===== config.mk =====
export PLATFORM = sky130hd
export DESIGN_NAME = tfs_regs
export DESIGN_NICKNAME = d
export VERILOG_FILES = /design/src/verilog/tfs_pkg.sv /design/src/verilog/tfs_chan_if.sv /design/src/verilog/tfs_channel.sv /design/src/verilog/tfs_regs.sv
export SDC_FILE = /design/constraint.sdc
export NUM_CORES = 1
export LEC_CHECK = 0
export CAP_MARGIN = 15
export CORE_UTILIZATION = 65
export DETAILED_ROUTE_END_ITERATION = 10
export DONT_BUFFER_PORTS = 1
export MAX_ROUTING_LAYER = met4
export PLACE_DENSITY = 0.81
export SYNTH_ARGS = -nofsm -noshare
export SYNTH_HDL_FRONTEND = slang
export SYNTH_SLANG_ARGS = --single-unit

===== constraint.sdc =====
create_clock -name clk_i -period 9.6 [get_ports clk_i]
set_input_delay 1.92 -clock clk_i [delete_from_list [all_inputs] [get_ports clk_i]]
set_output_delay 1.92 -clock clk_i [all_outputs]
set_load 0.02 [all_outputs]

===== src/verilog/tfs_pkg.sv =====
package tfs_pkg;

	// ==========================================
	// Channel order: 0 remote 1, 1 local, 2 remote 2
	localparam int unsigned NUM_CH   = 3;
	localparam int unsigned DATA_W   = 8;

	// ==========================================
	// Register indices, byte address is index times four
	localparam logic [6:0] IDX_LIMIT_R1   = 7'h6a;
	localparam logic [6:0] IDX_LIMIT_LOC  = 7'h6b;
	localparam logic [6:0] IDX_LIMIT_R2   = 7'h6c;
	localparam logic [6:0] IDX_HYST_R1LOC = 7'h6d;
	localparam logic [6:0] IDX_HYST_R2    = 7'h6e;
	localparam logic [6:0] IDX_XOR_TEST   = 7'h6f;
	localparam logic [6:0] IDX_OFS_R1     = 7'h70;
	localparam logic [6:0] IDX_OFS_LOC    = 7'h71;
	localparam logic [6:0] IDX_OFS_R2     = 7'h72;
	localparam logic [6:0] IDX_LOCK       = 7'h7a;
	localparam logic [6:0] IDX_STATUS     = 7'h7b;
	localparam logic [6:0] IDX_CORR_R1    = 7'h7c;
	localparam logic [6:0] IDX_CORR_LOC   = 7'h7d;
	localparam logic [6:0] IDX_CORR_R2    = 7'h7e;

	// ==========================================
	// Reset values
	localparam logic [7:0] RST_LIMIT      = 8'h64;
	localparam logic [7:0] RST_HYST_R1LOC = 8'h44;
	localparam logic [7:0] RST_HYST_R2    = 8'h40;
	localparam logic [7:0] RST_XOR_TEST   = 8'h00;
	localparam logic [7:0] RST_OFS        = 8'h00;

	// ==========================================
	// Field positions and codes
	localparam int unsigned XOR_ON_BIT    = 0;
	localparam int unsigned LOCK_BIT      = 0;
	localparam int unsigned ST_OVR_BIT    = 0;
	localparam int unsigned ST_TRIP_LSB   = 1;
	localparam int unsigned ST_FAN_LSB    = 4;
	localparam int unsigned HYST_HI_LSB   = 4;
	localparam logic [7:0] LIMIT_DISABLE  = 8'h80;
	localparam logic [4:0] RELEASE_MARGIN = 5'h04;

	typedef enum logic {
		TFS_OVR_IDLE,
		TFS_OVR_ACTIVE
	} tfs_ovr_e;

endpackage


===== src/verilog/tfs_chan_if.sv =====
`timescale 1ns/1ps

interface tfs_chan_if;
	logic [7:0] raw_temp;
	logic       sample;
	logic [7:0] offset;
	logic [7:0] limit;
	logic [7:0] fan_start;
	logic [3:0] hyst;
	logic [7:0] corr_temp;
	logic       trip;
	logic       fan_run;

	modport bank (
		output raw_temp, sample, offset, limit, fan_start, hyst,
		input  corr_temp, trip, fan_run
	);
	modport chan (
		input  raw_temp, sample, offset, limit, fan_start, hyst,
		output corr_temp, trip, fan_run
	);
endinterface


===== src/verilog/tfs_channel.sv =====
`timescale 1ns/1ps

module tfs_channel
	import tfs_pkg::*;
(
	input  wire logic clk_i,
	input  wire logic rst_i,
	tfs_chan_if.chan  ch
);

	logic signed [8:0] sum;
	logic signed [7:0] corr;
	logic signed [9:0] lim_rel;
	logic signed [9:0] fan_off;
	tfs_ovr_e          ovr_q;
	logic [7:0]        corr_q;
	logic              fan_q;

	// ==========================================
	// Offset correction, saturated to one byte
	always_comb begin
		sum = $signed({ch.raw_temp[7], ch.raw_temp}) + $signed({ch.offset[7], ch.offset});
		if (sum > 9'sd127)
			corr = 8'sh7f;
		else if (sum < -9'sd128)
			corr = 8'sh80;
		else
			corr = sum[7:0];
		lim_rel = $signed({{2{ch.limit[7]}}, ch.limit}) - $signed({5'h00, RELEASE_MARGIN});
		fan_off = $signed({{2{ch.fan_start[7]}}, ch.fan_start}) - $signed({6'h00, ch.hyst});
	end

	always_ff @(posedge clk_i) begin
		if (rst_i)
			corr_q <= 8'h00;
		else if (ch.sample)
			corr_q <= corr;
	end

	// ==========================================
	// Critical override, judged on each fresh result
	always_ff @(posedge clk_i) begin
		if (rst_i) begin
			ovr_q <= TFS_OVR_IDLE;
		end else if (ch.limit == LIMIT_DISABLE) begin
			ovr_q <= TFS_OVR_IDLE;
		end else if (ch.sample) begin
			case (ovr_q)
				TFS_OVR_IDLE: begin
					if (corr > $signed(ch.limit))
						ovr_q <= TFS_OVR_ACTIVE;
				end
				TFS_OVR_ACTIVE: begin
					if ($signed({{2{corr[7]}}, corr}) < lim_rel)
						ovr_q <= TFS_OVR_IDLE;
				end
				default: ovr_q <= TFS_OVR_IDLE;
			endcase
		end
	end

	// ==========================================
	// Fan-run decision with hysteresis below fan start
	always_ff @(posedge clk_i) begin
		if (rst_i)
			fan_q <= 1'b0;
		else if (ch.sample) begin
			if (corr > $signed(ch.fan_start))
				fan_q <= 1'b1;
			else if ($signed({{2{corr[7]}}, corr}) <= fan_off)
				fan_q <= 1'b0;
		end
	end

	assign ch.corr_temp = corr_q;
	assign ch.trip      = (ovr_q == TFS_OVR_ACTIVE);
	assign ch.fan_run   = fan_q;

endmodule


===== src/verilog/tfs_regs.sv =====
// Implementation choice: the Wishbone interface to the registers.
`timescale 1ns/1ps


module tfs_regs
	import tfs_pkg::*;
#(
	parameter int unsigned ADR_W = 9
) (
	input  wire logic                     clk_i,
	input  wire logic                     rst_i,
	input  wire logic                     wb_cyc_i,
	input  wire logic                     wb_stb_i,
	input  wire logic                     wb_we_i,
	input  wire logic [ADR_W-1:0]         wb_adr_i,
	input  wire logic [3:0]               wb_sel_i,
	input  wire logic [31:0]              wb_dat_i,
	output logic      [31:0]              wb_dat_o,
	output logic                          wb_ack_o,
	input  wire logic [NUM_CH*DATA_W-1:0] temp_i,
	input  wire logic [NUM_CH-1:0]        temp_valid_i,
	input  wire logic [NUM_CH*DATA_W-1:0] fan_start_i,
	output logic                          full_speed_o,
	output logic      [NUM_CH-1:0]        fan_min_run_o,
	output logic                          xor_test_on_o
);

	// Index bits 8:2 must exist on the address port
	if (ADR_W < 9) begin : g_adr_check
		$error("ADR_W too small for the register map");
	end

	// ==========================================
	// Register state
	logic [7:0]        limit_q [NUM_CH];
	logic [7:0]        ofs_q   [NUM_CH];
	logic [7:0]        hyst_r1loc_q;
	logic [7:0]        hyst_r2_q;
	logic              xor_test_on_q;
	logic              lock_q;
	logic              ack_q;
	logic [31:0]       rdata_q;
	logic              full_speed_q;
	logic [NUM_CH-1:0] fan_run_q;
	logic [31:0]       rdata_d;
	logic [6:0]        idx;
	logic              wr_en;
	logic [7:0]        wbyte;
	logic [NUM_CH-1:0] trip;
	logic [NUM_CH-1:0] fan_run;
	logic [7:0]        corr [NUM_CH];
	logic [3:0]        hyst [NUM_CH];

	// ==========================================
	// Bus decode
	assign idx   = wb_adr_i[8:2];
	assign wbyte = wb_dat_i[7:0];
	// Writes land on the request edge, the same edge that raises ack
	assign wr_en = wb_cyc_i && wb_stb_i && wb_we_i && !ack_q && wb_sel_i[0];

	assign hyst[0] = hyst_r1loc_q[HYST_HI_LSB +: 4];
	assign hyst[1] = hyst_r1loc_q[3:0];
	assign hyst[2] = hyst_r2_q[HYST_HI_LSB +: 4];

	always_ff @(posedge clk_i) begin
		if (rst_i)
			ack_q <= 1'b0;
		else
			ack_q <= wb_cyc_i && wb_stb_i && !ack_q;
	end

	// ==========================================
	// Critical limits
	always_ff @(posedge clk_i) begin
		if (rst_i) begin
			for (int i = 0; i < NUM_CH; i++)
				limit_q[i] <= RST_LIMIT;
		end else if (wr_en && !lock_q) begin
			case (idx)
				IDX_LIMIT_R1:  limit_q[0] <= wbyte;
				IDX_LIMIT_LOC: limit_q[1] <= wbyte;
				IDX_LIMIT_R2:  limit_q[2] <= wbyte;
				default: ;
			endcase
		end
	end

	// ==========================================
	// Hysteresis nibbles; not covered by the lock
	always_ff @(posedge clk_i) begin
		if (rst_i) begin
			hyst_r1loc_q <= RST_HYST_R1LOC;
			hyst_r2_q    <= RST_HYST_R2;
		end else if (wr_en) begin
			case (idx)
				IDX_HYST_R1LOC: hyst_r1loc_q <= wbyte;
				IDX_HYST_R2:    hyst_r2_q    <= wbyte;
				default: ;
			endcase
		end
	end

	// ==========================================
	// Test enable and offsets
	always_ff @(posedge clk_i) begin
		if (rst_i)
			xor_test_on_q <= RST_XOR_TEST[XOR_ON_BIT];
		else if (wr_en && !lock_q && idx == IDX_XOR_TEST)
			xor_test_on_q <= wbyte[XOR_ON_BIT];
	end

	always_ff @(posedge clk_i) begin
		if (rst_i) begin
			for (int i = 0; i < NUM_CH; i++)
				ofs_q[i] <= RST_OFS;
		end else if (wr_en && !lock_q) begin
			case (idx)
				IDX_OFS_R1:  ofs_q[0] <= wbyte;
				IDX_OFS_LOC: ofs_q[1] <= wbyte;
				IDX_OFS_R2:  ofs_q[2] <= wbyte;
				default: ;
			endcase
		end
	end

	// ==========================================
	// Lock: set only, cleared by reset alone
	always_ff @(posedge clk_i) begin
		if (rst_i)
			lock_q <= 1'b0;
		else if (wr_en && idx == IDX_LOCK && wbyte[LOCK_BIT])
			lock_q <= 1'b1;
	end

	// ==========================================
	// Per-channel decision logic
	genvar g;
	generate
		for (g = 0; g < NUM_CH; g++) begin : g_ch
			tfs_chan_if cif ();

			assign cif.raw_temp  = temp_i[g*DATA_W +: DATA_W];
			assign cif.sample    = temp_valid_i[g];
			assign cif.offset    = ofs_q[g];
			assign cif.limit     = limit_q[g];
			assign cif.fan_start = fan_start_i[g*DATA_W +: DATA_W];
			assign cif.hyst      = hyst[g];
			assign corr[g]       = cif.corr_temp;
			assign trip[g]       = cif.trip;
			assign fan_run[g]    = cif.fan_run;

			tfs_channel u_chan (
				.clk_i (clk_i),
				.rst_i (rst_i),
				.ch    (cif.chan)
			);
		end
	endgenerate

	// ==========================================
	// Outputs; override wins over any fan setting downstream
	always_ff @(posedge clk_i) begin
		if (rst_i) begin
			full_speed_q <= 1'b0;
			fan_run_q    <= '0;
		end else begin
			full_speed_q <= |trip;
			fan_run_q    <= fan_run;
		end
	end

	// ==========================================
	// Read mux; unmapped indices read zero
	always_comb begin
		rdata_d = 32'h0000_0000;
		case (idx)
			IDX_LIMIT_R1:   rdata_d[7:0] = limit_q[0];
			IDX_LIMIT_LOC:  rdata_d[7:0] = limit_q[1];
			IDX_LIMIT_R2:   rdata_d[7:0] = limit_q[2];
			IDX_HYST_R1LOC: rdata_d[7:0] = hyst_r1loc_q;
			IDX_HYST_R2:    rdata_d[7:0] = hyst_r2_q;
			IDX_XOR_TEST:   rdata_d[XOR_ON_BIT] = xor_test_on_q;
			IDX_OFS_R1:     rdata_d[7:0] = ofs_q[0];
			IDX_OFS_LOC:    rdata_d[7:0] = ofs_q[1];
			IDX_OFS_R2:     rdata_d[7:0] = ofs_q[2];
			IDX_LOCK:       rdata_d[LOCK_BIT] = lock_q;
			IDX_STATUS: begin
				rdata_d[ST_OVR_BIT] = full_speed_q;
				rdata_d[ST_TRIP_LSB +: NUM_CH] = trip;
				rdata_d[ST_FAN_LSB +: NUM_CH] = fan_run_q;
			end
			IDX_CORR_R1:    rdata_d[7:0] = corr[0];
			IDX_CORR_LOC:   rdata_d[7:0] = corr[1];
			IDX_CORR_R2:    rdata_d[7:0] = corr[2];
			default:        rdata_d = 32'h0000_0000;
		endcase
	end

	always_ff @(posedge clk_i) begin
		if (rst_i)
			rdata_q <= 32'h0000_0000;
		else if (wb_cyc_i && wb_stb_i && !ack_q)
			rdata_q <= rdata_d;
	end

	assign wb_ack_o      = ack_q;
	assign wb_dat_o      = rdata_q;
	assign full_speed_o  = full_speed_q;
	assign fan_min_run_o = fan_run_q;
	assign xor_test_on_o = xor_test_on_q;

endmodule


==> metrics <==
status=finished clean; DP HPWL=18900 um; first-pass GRT wire length=36900 um; Setup CP Type=in -> reg; final-layout fill cell count=1113; Skew-Pair Late Insertion Delay=0.36 ns; Yosys cell types=77; hold-fix buffers at CTS=0; Die ar.=15000 sq um; Routed WL=23700 um; Worst VDD drop=0.112 mV; Ant. Diodes=0; CTS H-Tree Depth=3; starting density of the core=0.674; syn avg cell area=8.83 sq um; CTS max path bufs=2; worst relative slew slack=0.298; Hold Path Depth=1; Netlist Area Pre-Place=9430 sq um; grt total ovfl=0; crit share post-route=0.560; Pins Over Slew Limit=0; RSZ-0062 raised after global routing=no; Reg clk slew, reported paths=0.08 ns; fmax=186 MHz; post-CTS sizing=0; Tot Pwr=0.00137 W; Routed Antenna Nets=0; total CTS buffers=9; drt drc=0; CP Launch Type=primary input; clk_skew=0.0135 ns; post-route cell area=9780 sq um; initial antenna violation count=0; routability cong.=0.975; Top FF cell, synth=dfxtp_1; TritonCTS clock tree=yes; final setup fails=0; post-CTS setup buffers=0; R2R depth=14; Synth area leaders=ha_1 17%, edfxtp_1 15%, dfxtp_1 13%, mux2i_1 5.3%, xnor2_1 4.0%; Placed Area=9460 sq um; CTS Sinks=109; CP Data Arrival Time=5.63 ns; largest net degree at the start of global routing=70; Tot GR Track Use=0.331; core area=14000 sq um; Avg WL per Cell=19.2 um; Core Rows=43; I/O pin count=139; R2R Setup Slk=5.37 ns; Syn Inst Count=1068; worst-path maximum fanout=7; Hold Path Class=reg -> reg; Worst EP required=9.85 ns; footprint of the multi-input gates=6210 sq um; number of synthesis warnings=0; Port-buffer cells=0; register area=2660 sq um; Synth area leader=ha_1; setup_tns=0 ns; Synth Register Bits=109; count leader, synth=ha_1; DR vias/cell=6.29; Clock Tree Root=clkbuf_16; crit end category=register; Die X=122 um; area delta synth->final=3.74%; pwr/cell area=141 nW/um^2; Die Span Y=122 um; Fin Hold WS=0.481 ns; DR iter-0 viols=524; vias in the first global route=7211; Synth top cells by count=126 x ha_1, 100 x nor2_1, 91 x inv_1; Hold Fails Final Rpt=0; worst-margin pin slew=1.04 ns; total number of vias=7769; ratio of cells with drive above 1 in the final layout=0.0417; number of max-cap violations=0; number of flops mapped to enable cells by yosys=48; post-synth top area share=0.167; static leakage=4.36 nW; sequential area share after synthesis=0.282; nets@finish=1284; Final Critical Period=5.38 ns; share of flip-flops with an asynchronous set or reset=0; drt first pass iters=6
layer usage:
layer / routed length (um) / part of all wire / global-route usage / vias up
li1: - / - / - / 3805
met1: 9930 / 0.42 / 0.407 / 3613
met2: 11000 / 0.46 / 0.530 / 302
met3: 2100 / 0.088 / 0.0799 / 49
met4: 676 / 0.029 / 0.115 / 0
met5: 0 / 0 / - / -
sequential cells by signal (all words and copies together) (netlist names), 3 cells and up:
signal / cells
fan_min_run_o: 3
g_ch.u_chan.ch.corr_temp: 24
g_ch.u_chan.ch.fan_run: 3
g_ch.u_chan.ch.trip: 3
hyst_r1loc_q: 8
hyst_r2_q: 8
limit_q: 24
ofs_q: 24
wb_dat_o: 8
cells in the final DEF, fill, tap and decap left out, drive strengths merged, types with 9 or more instances in the layout:
| master | instances |
|---|---|
| conb | 24 |
| a22o | 14 |
| clkbuf | 9 |
| a211oi | 17 |
| xor2 | 9 |
| dfxtp | 61 |
| and2 | 15 |
| a311oi | 10 |
| nor3 | 18 |
| ha | 126 |
| inv | 95 |
| edfxtp | 48 |
| xnor2 | 43 |
| nand2b | 15 |
| nand2 | 69 |
| nand3 | 28 |
| nor2 | 100 |
| nor2b | 16 |
| o21bai | 11 |
| o21ai | 40 |
| a21oi | 53 |
| nand4 | 15 |
| mux2i | 50 |
| a21o | 33 |
path summary, 6_finish.rpt:
| check | start | to |
|---|---|---|
| hold reg to reg | g_ch[1].u_chan.ch.fan_run$_SDFFE_PP0P_ | fan_min_run_o[1]$_SDFF_PP0_ |
| setup / recovery | temp_i[0] | g_ch[0].u_chan.ch.trip$_SDFFE_PP0P_ |
| setup reg to reg | ofs_q[0][0]$_DFFE_PP_ | g_ch[0].u_chan.ch.trip$_SDFFE_PP0P_ |
| hold / removal | g_ch[1].u_chan.ch.fan_run$_SDFFE_PP0P_ | fan_min_run_o[1]$_SDFF_PP0_ |
final cells by class:
cell class | instances | share of cell area
clock inverter | 7 | 0.00909
inverter | 92 | 0.0353
tap | 180 | 0.0230
sequential | 109 | 0.272
multi-input combinational | 836 | 0.635
timing repair buffer | 3 | 0.00230
clock buffer | 9 | 0.0230
power by group:
part           switching, W  internal, W
clock              0.000193     0.000188
combinational      0.000259     0.000188
sequential        0.0000337     0.000512
total              0.000486     0.000888
cell families (layout without fill, tap and decap cells):
group | after synthesis | in the layout | share of synthesized area
other cells | 1 | 24 | 0.000398
simple gates | 313 | 313 | 0.163
mux | 51 | 51 | 0.0543
buf+inv | 146 | 111 | 0.0680
compound gates | 258 | 258 | 0.197
flops | 109 | 109 | 0.282
xor+xnor | 52 | 52 | 0.0483
fa+ha+maj | 138 | 138 | 0.187
worst max-delay path, stage by stage:
cell and delay [ns]:
ha_1 0.19, inv_1 0.07, fa_1 0.40, nor2b_1 0.25, o31ai_4 0.10, a21oi_2 0.33
mux2_2 0.32, o21a_1 0.35, ha_1 0.31, a21o_1 0.18, a2111oi_0 0.59, o2111ai_1 0.20
o211a_1 0.15, o31a_1 0.27
metrics by stage:
step / worst slack (ns) / util / instances
finish: 4.22 / 0.699 / 1236
global route: 4.07 / 0.699 / 1236
CTS: 4.28 / 0.699 / 1236
detailed placement: 3.92 / 0.677 / 1220
global placement: 3.95 / 0.677 / 1220
floorplan: 4.38 / - / 1091
No activity file was read; power rests on OpenSTA's default activity.
